`src/rtl/io_logic_cell_defines.svh`:
```
// Offsets, field positions, reset values and timing counts of the I/O logic cell
`ifndef IO_LOGIC_CELL_DEFINES_SVH
`define IO_LOGIC_CELL_DEFINES_SVH

`define ADDR_W 8
`define OFS_CTRL 8'h00
`define OFS_REGCFG 8'h04
`define OFS_DELAY 8'h08
`define OFS_DELAY_ADJ 8'h0c
`define OFS_STATUS 8'h10
`define OFS_DATA_IN 8'h14

`define CTRL_MODE_LSB 0
`define CTRL_DIR_LSB 4
`define CTRL_DSEL_LSB 8
`define CTRL_DYN_BIT 12

`define CFG_IN_CE_HIGH_BIT 0
`define CFG_OUT_CE_HIGH_BIT 1
`define CFG_IN_FALL_BIT 2
`define CFG_OUT_FALL_BIT 3
`define CFG_IN_SR_LSB 4
`define CFG_OUT_SR_LSB 8
`define CFG_LATCH_BIT 12

`define ADJ_INC_BIT 0
`define ADJ_DEC_BIT 1

`define ST_STEP_LSB 0
`define ST_EDGE_BIT 8
`define ST_LARGE_BIT 9
`define ST_HAS_IOL_BIT 10
`define ST_DLY_ON_BIT 11

`define CTRL_RESET 32'h0000_0000
`define REGCFG_RESET 32'h0000_0003
`define DELAY_RESET 7'h00
`define WORD_RESET 16'h0000

`define DELAY_STEPS 128
`define STEP_PS 30
`define CLK_PS 4000
`define DELAY_MAX_PS (`DELAY_STEPS * `STEP_PS)
`define DLY_HALF_STEPS ((`CLK_PS / 2 + `STEP_PS - 1) / `STEP_PS)
`define STEP_MAX 7'h7f

`endif

```
`src/rtl/io_logic_cell_pkg.sv`:
```
// Types shared by the I/O logic cell
package io_logic_cell_pkg;

  typedef enum logic [2:0] {
    MODE_BASIC = 3'h0,
    MODE_SDR = 3'h1,
    MODE_DDR = 3'h2,
    MODE_DES4 = 3'h3,
    MODE_SER4 = 3'h4,
    MODE_DES16 = 3'h5,
    MODE_SER16 = 3'h6
  } mode_e;

  typedef enum logic [1:0] {
    DIR_INPUT = 2'h0,
    DIR_OUTPUT = 2'h1,
    DIR_BIDIR = 2'h2,
    DIR_TRI_OUT = 2'h3
  } dir_e;

  typedef enum logic [1:0] {
    DSEL_NONE = 2'h0,
    DSEL_INPUT = 2'h1,
    DSEL_OUTPUT = 2'h2
  } dsel_e;

  typedef enum logic [2:0] {
    SR_OFF = 3'h0,
    SR_SYNC_SET = 3'h1,
    SR_SYNC_RST = 3'h2,
    SR_ASYNC_SET = 3'h3,
    SR_ASYNC_RST = 3'h4
  } sr_mode_e;

  typedef struct packed {
    mode_e mode;
    dir_e dir;
    dsel_e dsel;
    logic dyn;
  } ctrl_s;

  typedef struct packed {
    logic ce_high;
    logic fall;
    sr_mode_e sr;
  } side_cfg_s;

  typedef struct packed {
    side_cfg_s in_side;
    side_cfg_s out_side;
    logic latch;
  } regcfg_s;

endpackage

```
`src/rtl/io_logic_cell_gearbox.sv`:
```
// Per-pin I/O logic cell: delay line, I/O registers, DDR and 4:1/16:1 gearboxes, APB registers
// Summary of operation
// - Delay line of 128 steps, 30 ps each
// - Delay steps static or adjusted at run time
// - Delay serves input or output, never both
// - Input, output and tristate flops per pin
// - Clock enable polarity selectable per side
// - Rising or falling clock edge per side
// - Set/reset: sync, async, set, reset, off
// - Storage is flip-flop or transparent latch
// - Edge monitor works only in DDR mode
// - Pin is input, output, bidir or tristate
// - Basic mode bypasses all I/O registers
// - SDR mode routes through I/O registers
// - DDR input: two pad bits per word
// - DDR output: two bits per fabric period
// - Deserializer by four gives 4-bit words
// - Serializer by four shifts 4-bit words
// - By-sixteen modes only on large variant
// - Pad data output carries a simple serializer
// - Some small-variant pins lack I/O logic
`timescale 1ns/10ps
`include "io_logic_cell_defines.svh"

module io_logic_cell_gearbox
  import io_logic_cell_pkg::*;
#(
  parameter bit LARGE_VARIANT = 1'b1,
  parameter bit HAS_IO_LOGIC = 1'b1
)
(
  input wire logic pclk,
  input wire logic presetn,
  input wire logic psel,
  input wire logic penable,
  input wire logic pwrite,
  input wire logic [`ADDR_W-1:0] paddr,
  input wire logic [31:0] pwdata,
  output logic [31:0] prdata,
  output logic pready,
  output logic pslverr,
  input wire logic pad_in,
  output logic pad_out,
  output logic pad_oe,
  input wire logic [15:0] core_output_data,
  input wire logic tristate_control,
  output logic [15:0] core_input_data,
  input wire logic io_clk,
  input wire logic in_ce,
  input wire logic out_ce,
  input wire logic in_side_set_reset,
  input wire logic out_side_set_reset,
  output logic fabric_clk,
  output logic word_strobe
);

  // Functions shared by several paths
  function automatic logic cfg_ok(input logic [31:0] w);
    logic [2:0] m;
    logic [1:0] ds;
    m = w[`CTRL_MODE_LSB +: 3];
    ds = w[`CTRL_DSEL_LSB +: 2];
    cfg_ok = 1'b1;
    if (m > MODE_SER16)
    begin
      cfg_ok = 1'b0;
    end
    if (ds == 2'h3)
    begin
      cfg_ok = 1'b0;
    end
    if (!LARGE_VARIANT && (m == MODE_DES16 || m == MODE_SER16))
    begin
      cfg_ok = 1'b0;
    end
    if (!HAS_IO_LOGIC && m != MODE_BASIC)
    begin
      cfg_ok = 1'b0;
    end
  endfunction

  function automatic logic addr_known(input logic [`ADDR_W-1:0] a);
    addr_known = (a == `OFS_CTRL) || (a == `OFS_REGCFG) || (a == `OFS_DELAY) ||
      (a == `OFS_DELAY_ADJ) || (a == `OFS_STATUS) || (a == `OFS_DATA_IN);
  endfunction

  function automatic logic [3:0] last_phase(input mode_e m);
    case (m)
      MODE_DDR: last_phase = 4'h1;
      MODE_DES4, MODE_SER4: last_phase = 4'h3;
      MODE_DES16, MODE_SER16: last_phase = 4'hf;
      default: last_phase = 4'h0;
    endcase
  endfunction

  // Register word to per-side config; reset and writes share one layout
  function automatic regcfg_s to_cfg(input logic [31:0] w);
    to_cfg.in_side = '{w[`CFG_IN_CE_HIGH_BIT], w[`CFG_IN_FALL_BIT], sr_mode_e'(w[`CFG_IN_SR_LSB +: 3])};
    to_cfg.out_side = '{w[`CFG_OUT_CE_HIGH_BIT], w[`CFG_OUT_FALL_BIT], sr_mode_e'(w[`CFG_OUT_SR_LSB +: 3])};
    to_cfg.latch = w[`CFG_LATCH_BIT];
  endfunction

  function automatic logic edge_seen(input logic fall, input logic cur, input logic prev);
    edge_seen = fall ? (prev & ~cur) : (~prev & cur);
  endfunction

  // One I/O storage element: flop or latch, CE polarity, set/reset style
  function automatic logic store_next(
    input logic d,
    input logic q,
    input logic hit,
    input logic open_lvl,
    input side_cfg_s c,
    input logic ce,
    input logic sr,
    input logic latch
  );
    logic take;
    logic ce_ok;
    ce_ok = c.ce_high ? ce : ~ce;
    take = (latch ? open_lvl : hit) & ce_ok;
    store_next = q;
    if (sr && c.sr == SR_ASYNC_SET)
    begin
      store_next = 1'b1;
    end
    else if (sr && c.sr == SR_ASYNC_RST)
    begin
      store_next = 1'b0;
    end
    else if (take)
    begin
      if (sr && c.sr == SR_SYNC_SET)
      begin
        store_next = 1'b1;
      end
      else if (sr && c.sr == SR_SYNC_RST)
      begin
        store_next = 1'b0;
      end
      else
      begin
        store_next = d;
      end
    end
  endfunction

  ctrl_s ctrl_r;
  regcfg_s cfg_r;
  logic [6:0] dly_static_r;
  logic [6:0] dly_dyn_r;
  logic edge_flag_r;
  logic em_prev_r;
  logic pready_r;
  logic pslverr_r;
  logic [31:0] prdata_r;
  logic pad_s1_r;
  logic pad_s2_r;
  logic pad_hist_r;
  logic ioclk_s1_r;
  logic ioclk_s2_r;
  logic ioclk_s3_r;
  logic icap_r;
  logic odrv_r;
  logic tflop_r;
  logic [3:0] ph_r;
  logic [15:0] des_buf_r;
  logic [15:0] ser_word_r;
  logic [15:0] core_in_r;
  logic [1:0] out_hist_r;
  logic pad_out_r;
  logic pad_oe_r;
  logic fabric_clk_r;
  logic word_strobe_r;

  logic setup;
  logic access;
  logic wr_ok;
  logic [6:0] step_now;
  logic dly_on;
  logic pad_d;
  logic in_hit;
  logic out_hit;
  logic in_open;
  logic out_open;
  logic icap_nxt;
  logic odrv_nxt;
  logic tflop_nxt;
  logic [3:0] last;
  logic [3:0] ph_nxt;
  logic at_last;
  logic [15:0] mask;
  logic [15:0] des_word;
  logic out_bit_nxt;
  logic oe_nxt;
  logic gear_in;
  logic gear_out;
  logic [31:0] rd_mux;
  logic [31:0] status;
  logic edge_evt;

  // APB slave, zero wait states
  assign setup = psel & ~penable;
  assign access = psel & penable & pready_r;
  assign wr_ok = access & pwrite & ~pslverr_r;

  assign status = {20'h0_0000, dly_on, HAS_IO_LOGIC, LARGE_VARIANT, edge_flag_r, 1'b0, step_now};

  always_comb
  begin
    rd_mux = 32'h0000_0000;
    case (paddr)
      `OFS_CTRL: rd_mux = {19'h0_0000, ctrl_r.dyn, 2'h0, ctrl_r.dsel, 2'h0, ctrl_r.dir, 1'b0, ctrl_r.mode};
      `OFS_REGCFG: rd_mux = {19'h0_0000, cfg_r.latch, 1'b0, cfg_r.out_side.sr, 1'b0, cfg_r.in_side.sr,
        cfg_r.out_side.fall, cfg_r.in_side.fall, cfg_r.out_side.ce_high, cfg_r.in_side.ce_high};
      `OFS_DELAY: rd_mux = {25'h000_0000, dly_static_r};
      `OFS_STATUS: rd_mux = status;
      `OFS_DATA_IN: rd_mux = {16'h0000, core_in_r};
      default: rd_mux = 32'h0000_0000;
    endcase
  end

  always_ff @(posedge pclk or negedge presetn)
  begin
    if (!presetn)
    begin
      pready_r <= 1'b0;
      pslverr_r <= 1'b0;
      prdata_r <= 32'h0000_0000;
    end
    else
    begin
      pready_r <= setup;
      // Rejected configurations answer with an error and leave the cell as it was
      pslverr_r <= setup & (~addr_known(paddr) |
        (pwrite & (paddr == `OFS_CTRL) & ~cfg_ok(pwdata)));
      prdata_r <= (setup & ~pwrite) ? rd_mux : 32'h0000_0000;
    end
  end

  // Configuration registers
  always_ff @(posedge pclk or negedge presetn)
  begin
    if (!presetn)
    begin
      ctrl_r <= ctrl_s'(8'(`CTRL_RESET));
      cfg_r <= to_cfg(`REGCFG_RESET);
    end
    else if (wr_ok && paddr == `OFS_CTRL)
    begin
      ctrl_r.mode <= mode_e'(pwdata[`CTRL_MODE_LSB +: 3]);
      ctrl_r.dir <= dir_e'(pwdata[`CTRL_DIR_LSB +: 2]);
      ctrl_r.dsel <= dsel_e'(pwdata[`CTRL_DSEL_LSB +: 2]);
      ctrl_r.dyn <= pwdata[`CTRL_DYN_BIT];
    end
    else if (wr_ok && paddr == `OFS_REGCFG)
    begin
      cfg_r <= to_cfg(pwdata);
    end
  end

  // Delay line: static count, or run-time steps starting from it
  always_ff @(posedge pclk or negedge presetn)
  begin
    if (!presetn)
    begin
      dly_static_r <= `DELAY_RESET;
      dly_dyn_r <= `DELAY_RESET;
    end
    else if (wr_ok && paddr == `OFS_DELAY)
    begin
      dly_static_r <= pwdata[6:0];
      dly_dyn_r <= pwdata[6:0];
    end
    else if (wr_ok && paddr == `OFS_DELAY_ADJ && ctrl_r.dyn)
    begin
      if (pwdata[`ADJ_INC_BIT] && dly_dyn_r != `STEP_MAX)
      begin
        dly_dyn_r <= dly_dyn_r + 7'h01;
      end
      else if (pwdata[`ADJ_DEC_BIT] && dly_dyn_r != 7'h00)
      begin
        dly_dyn_r <= dly_dyn_r - 7'h01;
      end
    end
  end

  // Sub-cycle delay rounds to the nearest whole clock: past half a period adds one
  assign step_now = ctrl_r.dyn ? dly_dyn_r : dly_static_r;
  assign dly_on = (step_now >= 7'(`DLY_HALF_STEPS));

  // Pad and I/O clock synchronisers
  always_ff @(posedge pclk or negedge presetn)
  begin
    if (!presetn)
    begin
      pad_s1_r <= 1'b0;
      pad_s2_r <= 1'b0;
      pad_hist_r <= 1'b0;
      ioclk_s1_r <= 1'b0;
      ioclk_s2_r <= 1'b0;
      ioclk_s3_r <= 1'b0;
    end
    else
    begin
      pad_s1_r <= pad_in;
      pad_s2_r <= pad_s1_r;
      pad_hist_r <= pad_s2_r;
      ioclk_s1_r <= io_clk;
      ioclk_s2_r <= ioclk_s1_r;
      ioclk_s3_r <= ioclk_s2_r;
    end
  end

  assign pad_d = (ctrl_r.dsel == DSEL_INPUT && dly_on) ? pad_hist_r : pad_s2_r;
  assign in_hit = edge_seen(cfg_r.in_side.fall, ioclk_s2_r, ioclk_s3_r);
  assign out_hit = edge_seen(cfg_r.out_side.fall, ioclk_s2_r, ioclk_s3_r);
  assign in_open = cfg_r.in_side.fall ? ~ioclk_s2_r : ioclk_s2_r;
  assign out_open = cfg_r.out_side.fall ? ~ioclk_s2_r : ioclk_s2_r;

  // The three I/O storage elements
  assign icap_nxt = store_next(pad_d, icap_r, in_hit, in_open, cfg_r.in_side, in_ce,
    in_side_set_reset, cfg_r.latch);
  assign odrv_nxt = store_next(core_output_data[0], odrv_r, out_hit, out_open, cfg_r.out_side, out_ce,
    out_side_set_reset, cfg_r.latch);
  assign tflop_nxt = store_next(tristate_control, tflop_r, out_hit, out_open, cfg_r.out_side, out_ce,
    out_side_set_reset, cfg_r.latch);

  always_ff @(posedge pclk or negedge presetn)
  begin
    if (!presetn)
    begin
      icap_r <= 1'b0;
      odrv_r <= 1'b0;
      tflop_r <= 1'b1;
    end
    else
    begin
      icap_r <= icap_nxt;
      odrv_r <= odrv_nxt;
      tflop_r <= tflop_nxt;
    end
  end

  // Gearbox phase: fabric period is a fixed multiple of the pad clock
  assign last = last_phase(ctrl_r.mode);
  assign at_last = (ph_r >= last);
  assign ph_nxt = at_last ? 4'h0 : ph_r + 4'h1;
  assign mask = 16'hffff >> (4'hf - last);
  assign gear_in = (ctrl_r.mode == MODE_DDR) || (ctrl_r.mode == MODE_DES4) || (ctrl_r.mode == MODE_DES16);
  assign gear_out = (ctrl_r.mode == MODE_DDR) || (ctrl_r.mode == MODE_SER4) || (ctrl_r.mode == MODE_SER16);

  always_ff @(posedge pclk or negedge presetn)
  begin
    if (!presetn)
    begin
      ph_r <= 4'h0;
      fabric_clk_r <= 1'b0;
      word_strobe_r <= 1'b0;
    end
    else
    begin
      ph_r <= ph_nxt;
      fabric_clk_r <= (ph_nxt <= (last >> 1)) && (last != 4'h0);
      word_strobe_r <= at_last;
    end
  end

  // Deserializer buffer: pad bit of phase i lands in bit i
  genvar gi;
  generate
    for (gi = 0; gi < 16; gi++)
    begin : g_des
      always_ff @(posedge pclk or negedge presetn)
      begin
        if (!presetn)
        begin
          des_buf_r[gi] <= 1'b0;
        end
        else if (gear_in && ph_r == 4'(gi))
        begin
          des_buf_r[gi] <= pad_d;
        end
      end
    end
  endgenerate

  always_comb
  begin
    des_word = des_buf_r;
    des_word[ph_r] = pad_d;
    des_word = des_word & mask;
  end

  // Word towards the fabric
  always_ff @(posedge pclk or negedge presetn)
  begin
    if (!presetn)
    begin
      core_in_r <= `WORD_RESET;
    end
    else if (ctrl_r.dir == DIR_OUTPUT || ctrl_r.dir == DIR_TRI_OUT)
    begin
      core_in_r <= `WORD_RESET;
    end
    else if (ctrl_r.mode == MODE_BASIC)
    begin
      core_in_r <= {15'h0000, pad_d};
    end
    else if (gear_in)
    begin
      if (at_last)
      begin
        core_in_r <= des_word;
      end
    end
    else
    begin
      core_in_r <= {15'h0000, icap_nxt};
    end
  end

  // Edge monitor: pad transition right at the fabric edge means a bad window
  assign edge_evt = (ctrl_r.mode == MODE_DDR) && (ph_r == 4'h0) && (pad_d != em_prev_r);

  always_ff @(posedge pclk or negedge presetn)
  begin
    if (!presetn)
    begin
      em_prev_r <= 1'b0;
      edge_flag_r <= 1'b0;
    end
    else
    begin
      em_prev_r <= pad_d;
      // A new event beats a same-cycle clear
      if (edge_evt)
      begin
        edge_flag_r <= 1'b1;
      end
      else if (wr_ok && paddr == `OFS_STATUS && pwdata[`ST_EDGE_BIT])
      begin
        edge_flag_r <= 1'b0;
      end
    end
  end

  // Output serializer, loaded at the end of each fabric period
  always_ff @(posedge pclk or negedge presetn)
  begin
    if (!presetn)
    begin
      ser_word_r <= `WORD_RESET;
    end
    else if (gear_out && at_last)
    begin
      ser_word_r <= core_output_data & mask;
    end
  end

  always_comb
  begin
    out_bit_nxt = odrv_nxt;
    if (ctrl_r.mode == MODE_BASIC)
    begin
      out_bit_nxt = core_output_data[0];
    end
    else if (gear_out)
    begin
      out_bit_nxt = ser_word_r[ph_r];
    end
    case (ctrl_r.dir)
      DIR_INPUT: oe_nxt = 1'b0;
      DIR_OUTPUT: oe_nxt = 1'b1;
      default: oe_nxt = (ctrl_r.mode == MODE_BASIC) ? ~tristate_control : ~tflop_nxt;
    endcase
  end

  // Pad drive, optionally through the delay line
  always_ff @(posedge pclk or negedge presetn)
  begin
    if (!presetn)
    begin
      out_hist_r <= 2'h0;
      pad_out_r <= 1'b0;
      pad_oe_r <= 1'b0;
    end
    else
    begin
      out_hist_r <= {oe_nxt, out_bit_nxt};
      if (ctrl_r.dsel == DSEL_OUTPUT && dly_on)
      begin
        pad_oe_r <= out_hist_r[1];
        pad_out_r <= out_hist_r[0];
      end
      else
      begin
        pad_oe_r <= oe_nxt;
        pad_out_r <= out_bit_nxt;
      end
    end
  end

  assign prdata = prdata_r;
  assign pready = pready_r;
  assign pslverr = pslverr_r;
  assign pad_out = pad_out_r;
  assign pad_oe = pad_oe_r;
  assign core_input_data = core_in_r;
  assign fabric_clk = fabric_clk_r;
  assign word_strobe = word_strobe_r;

endmodule // io_logic_cell_gearbox

```
`config.mk`:
```
export PLATFORM = sky130hd
export DESIGN_NAME = io_logic_cell_gearbox
export DESIGN_NICKNAME = d
export VERILOG_FILES = /design/src/rtl/io_logic_cell_pkg.sv /design/src/rtl/io_logic_cell_gearbox.sv
export VERILOG_INCLUDE_DIRS = /design/src /design/src/rtl
export SDC_FILE = /design/constraint.sdc
export NUM_CORES = 1
export LEC_CHECK = 0
export BUFFER_PORTS_ARGS = -buffer_cell sky130_fd_sc_hd__buf_2
export CAP_MARGIN = 30
export CORE_AREA = 2 2 135 97
export DETAILED_ROUTE_END_ITERATION = 10
export DIE_AREA = 0 0 137 99
export HOLD_SLACK_MARGIN = 0.12
export PLACE_DENSITY = 0.85
export RECOVER_POWER = 100
export SLEW_MARGIN = 20
export SYNTH_ARGS = -nofsm -noshare
export SYNTH_HDL_FRONTEND = slang
export SYNTH_SLANG_ARGS = --single-unit
```
`constraint.sdc`:
```
create_clock -name pclk -period 6.45 [get_ports pclk]
set_input_delay 0.645 -clock pclk [delete_from_list [all_inputs] [get_ports pclk]]
set_output_delay 0.645 -clock pclk [all_outputs]
set_load 0.01 [all_outputs]
```
==> impl_metrics.toml <==
[setup_path]
crit_family = "buffers and inverters"
crit_arrival_ps = 4220
startpoint_type = "register"
critPathMaxStageDelay_ps = 830
worstSetupPathType = "reg -> reg"
cp_max_fo = 30
worst_path_most_repeated_cell = "o21a_1"
path_buf_inv = 2
critical_path.slowest_cell = "clkbuf_1"
end_kind = "register"
crit_required_ps = 6750
crit_chain = "nor2b_1, o21a_1, inv_1, ha_1, o21a_1, nor2_1, a21o_1, nor3_1, clkbuf_1, mux2_2"

[yosys]
synth-xor-area-share_pct = 1.68
synth_top_family_by_area = "compound AO/OA/AOI/OAI gates"
ys_seq_area_share_pct = 48.1
synth-compound-area-share_pct = 18.8
synth-async-reset-ratio_pct = 100
avgSynthCellArea_um2 = 10.0
synthMuxAreaShare_pct = 8.03
synth_top_area_share_pct = 46.8
yosysTopAreaCell = "dfrtp_1"
netlist_area_um2 = 6250
synth_edf_count = 0
ys_ff_latch = 120
synthCells = 624
synthFlopType = "dfrtp_1"
synthAdderAreaFrac_pct = 3.52
synth_cell_type_count = 62
synth_area_leaders = "dfrtp_1 (47%), mux2_2 (4.9%), nand2_1 (3.9%), o21ai_0 (3.4%), ha_1 (3.2%)"
ys_warn_count = 0
synth_simple_gate_area_share_pct = 14.0

[clock_tree]
cts_tree = "done"
clock-root-buffer = "clkbuf_16"
postCtsSetupRepairBufs = 0
ctsResizeCount = 0
cts_buffers = 17
cts_htree_levels = 4
insertion_delay_ps = 420
ctsHoldBuffers = 0
clk_pin_slew_worst_paths_ps = 60
cts.sinks = 120
cts_max_path_buffers = 2

[grt]
grt_usage_pct = 26.4
grt_max_degree = 70
antenna_found_initial = 0
grt_pass1_vias = 5075
gr-total-overflow = 0
grt_pass1_wl_um = 27100

[routing]
drc = 0
detail_route.iter0.violations = 656
vias_per_cell = 6.05
wl_per_cell_um = 19.6
ant_nets = 0
totalWireLength_um = 17200
vias = 5314
firstDrtPassIters = 5

[power]
vdd_drop_max_mv = 0.230
p_per_area_nw_per_um2 = 259
p_leak_nw = 3.33
totalPowerFinal_w = 0.00189

[layout]
drive_above_1_share_pct = 16.9
n_antenna_cell = 0
final_cell_mix = "dfrtp_1 (117), nand2_1 (65), clkbuf_1 (45), buf_2 (45), o21ai_0 (42)"
multi_input_area_um2 = 2910
ff_latch_area_um2 = 3010
final_common_cell = "dfrtp_1"
fillCellCount = 1033
syn_to_final_growth_pct = 16.7
fin_nets = 788

[sta]
tns_ps = 0
fin_skew_ps = 11.7
max_freq_mhz = 255
tightest_slew_ps = 2770
rsz0062_at_grt = "false"
slew_headroom_pct = -84.7
finalCriticalPeriod_ps = 3920
hold_violations = 0
setup-violations-final = 0
slew_viol_final = 53
post-route-period-util_pct = 60.8

[run]
cap_violations = 1

[die]
start_util_pct = 51.0
die_area_um2 = 13600
ios = 122
die_h_um = 99
core_area_um2 = 12300
die_w_um = 137
rows = 34

[run_status]
violations = "max-capacitance violations, max-slew violations"
outcome = "finished with violations"

[place]
place.port_buffers = 84
hpwl_um = 11900
place_congestion = 0.947

[hold_path]
hold_path_class = "in -> reg"
-- final timing paths --
kind                                 end        from  slack [ps]  cells past startpoint
setup reg to reg           ser_word_r[1]   ctrl_r[5]        2530                     10
min in group asynchronous  des_buf_r[13]     presetn        1110                      1
setup / recovery           ser_word_r[1]   ctrl_r[5]        2530                     10
hold reg to reg               ioclk_s2_r  ioclk_s1_r         360                      0
max in group asynchronous      cfg_r[10]     presetn        3040                      3
hold / removal                ioclk_s1_r      io_clk         340                      1
-- sequential cells by signal (all words and copies together), names as in the netlist, 2 cells and up --
register,count
core_input_data,16
out_hist_r,2
ser_word_r,16
ph_r,4
dly_dyn_r,7
prdata,16
cfg_r,11
ctrl_r,8
dly_static_r,7
des_buf_r,16
-- report_power, final --
| group | switching (W) | leakage, nW | internal, W |
|---|---|---|---|
| clock | 0.000350 | 0.302 | 0.000653 |
| combinational | 0.0000629 | 1.46 | 0.0000369 |
| sequential | 0.0000128 | 1.56 | 0.000776 |
-- per-stage QoR --
stage / util, % / hold slack (ps) / cell area, µm² / setup slack (ps) / instances
after floorplan: - / 331 / 6310 / 3330 / 639
after global placement: 55.0 / 343 / 6740 / 3020 / 844
after detailed placement: 55.1 / 343 / 6750 / 2960 / 845
after CTS: 60.1 / 278 / 7370 / 2870 / 877
after global routing: 59.5 / 322 / 7290 / 2180 / 878
final: 59.5 / 336 / 7290 / 2530 / 878
-- cells by family (layout without fill, tap and decap cells) --
| kind of cell | Yosys count | after routing |
|---|---|---|
| flops | 120 | 120 |
| compound gates | 178 | 178 |
| xor+xnor | 12 | 12 |
| mux | 43 | 43 |
| buf+inv | 78 | 155 |
| fa+ha+maj | 17 | 17 |
| simple gates | 175 | 175 |
| other cells | 1 | 16 |
-- Yosys cell counts (all sizes together) (2+ instances only) --
library cell and number:
mux2 27, o21ai 42, clkbuf 23, a32o 2, nand3b 3, o21a 2
nand4b 3, xnor2 8, dfstp 3, a31o 2, or2 3, nand2 65
a22oi 5, a21boi 4, a2bb2oi 5, mux2i 13, nand4 3, o21bai 2
a211oi 4, nand3 30, and3 9, nor4 4, nor3 8, mux4 3
o211ai 2, xor2 4, a31oi 29, a21oi 38, o31ai 4, inv 30
nand2b 7, and2 5, o22ai 4, nor2b 9, nor2 21, a21o 4
a221oi 5, or3 2, a22o 16, o41ai 2, buf 25, ha 16
dfrtp 117
-- cell type report --
type	instances	area share (%)
Timing Repair Buffer	93	6.04
Multi-Input combinational cell	441	39.9
Clock buffer	19	6.07
Tap cell	162	2.78
Inverter	30	1.54
Clock inverter	13	2.44
Sequential cell	120	41.2
-- per-layer routing --
layer / up-vias / share of wire (%) / track usage (%)
met5: - / 0 / 0
met4: 0 / 1.3 / 6.50
met3: 22 / 10 / 8.44
met2: 276 / 44 / 37.8
met1: 2634 / 45 / 39.0
li1: 2382 / - / -
(Power assumes the default switching activity.)
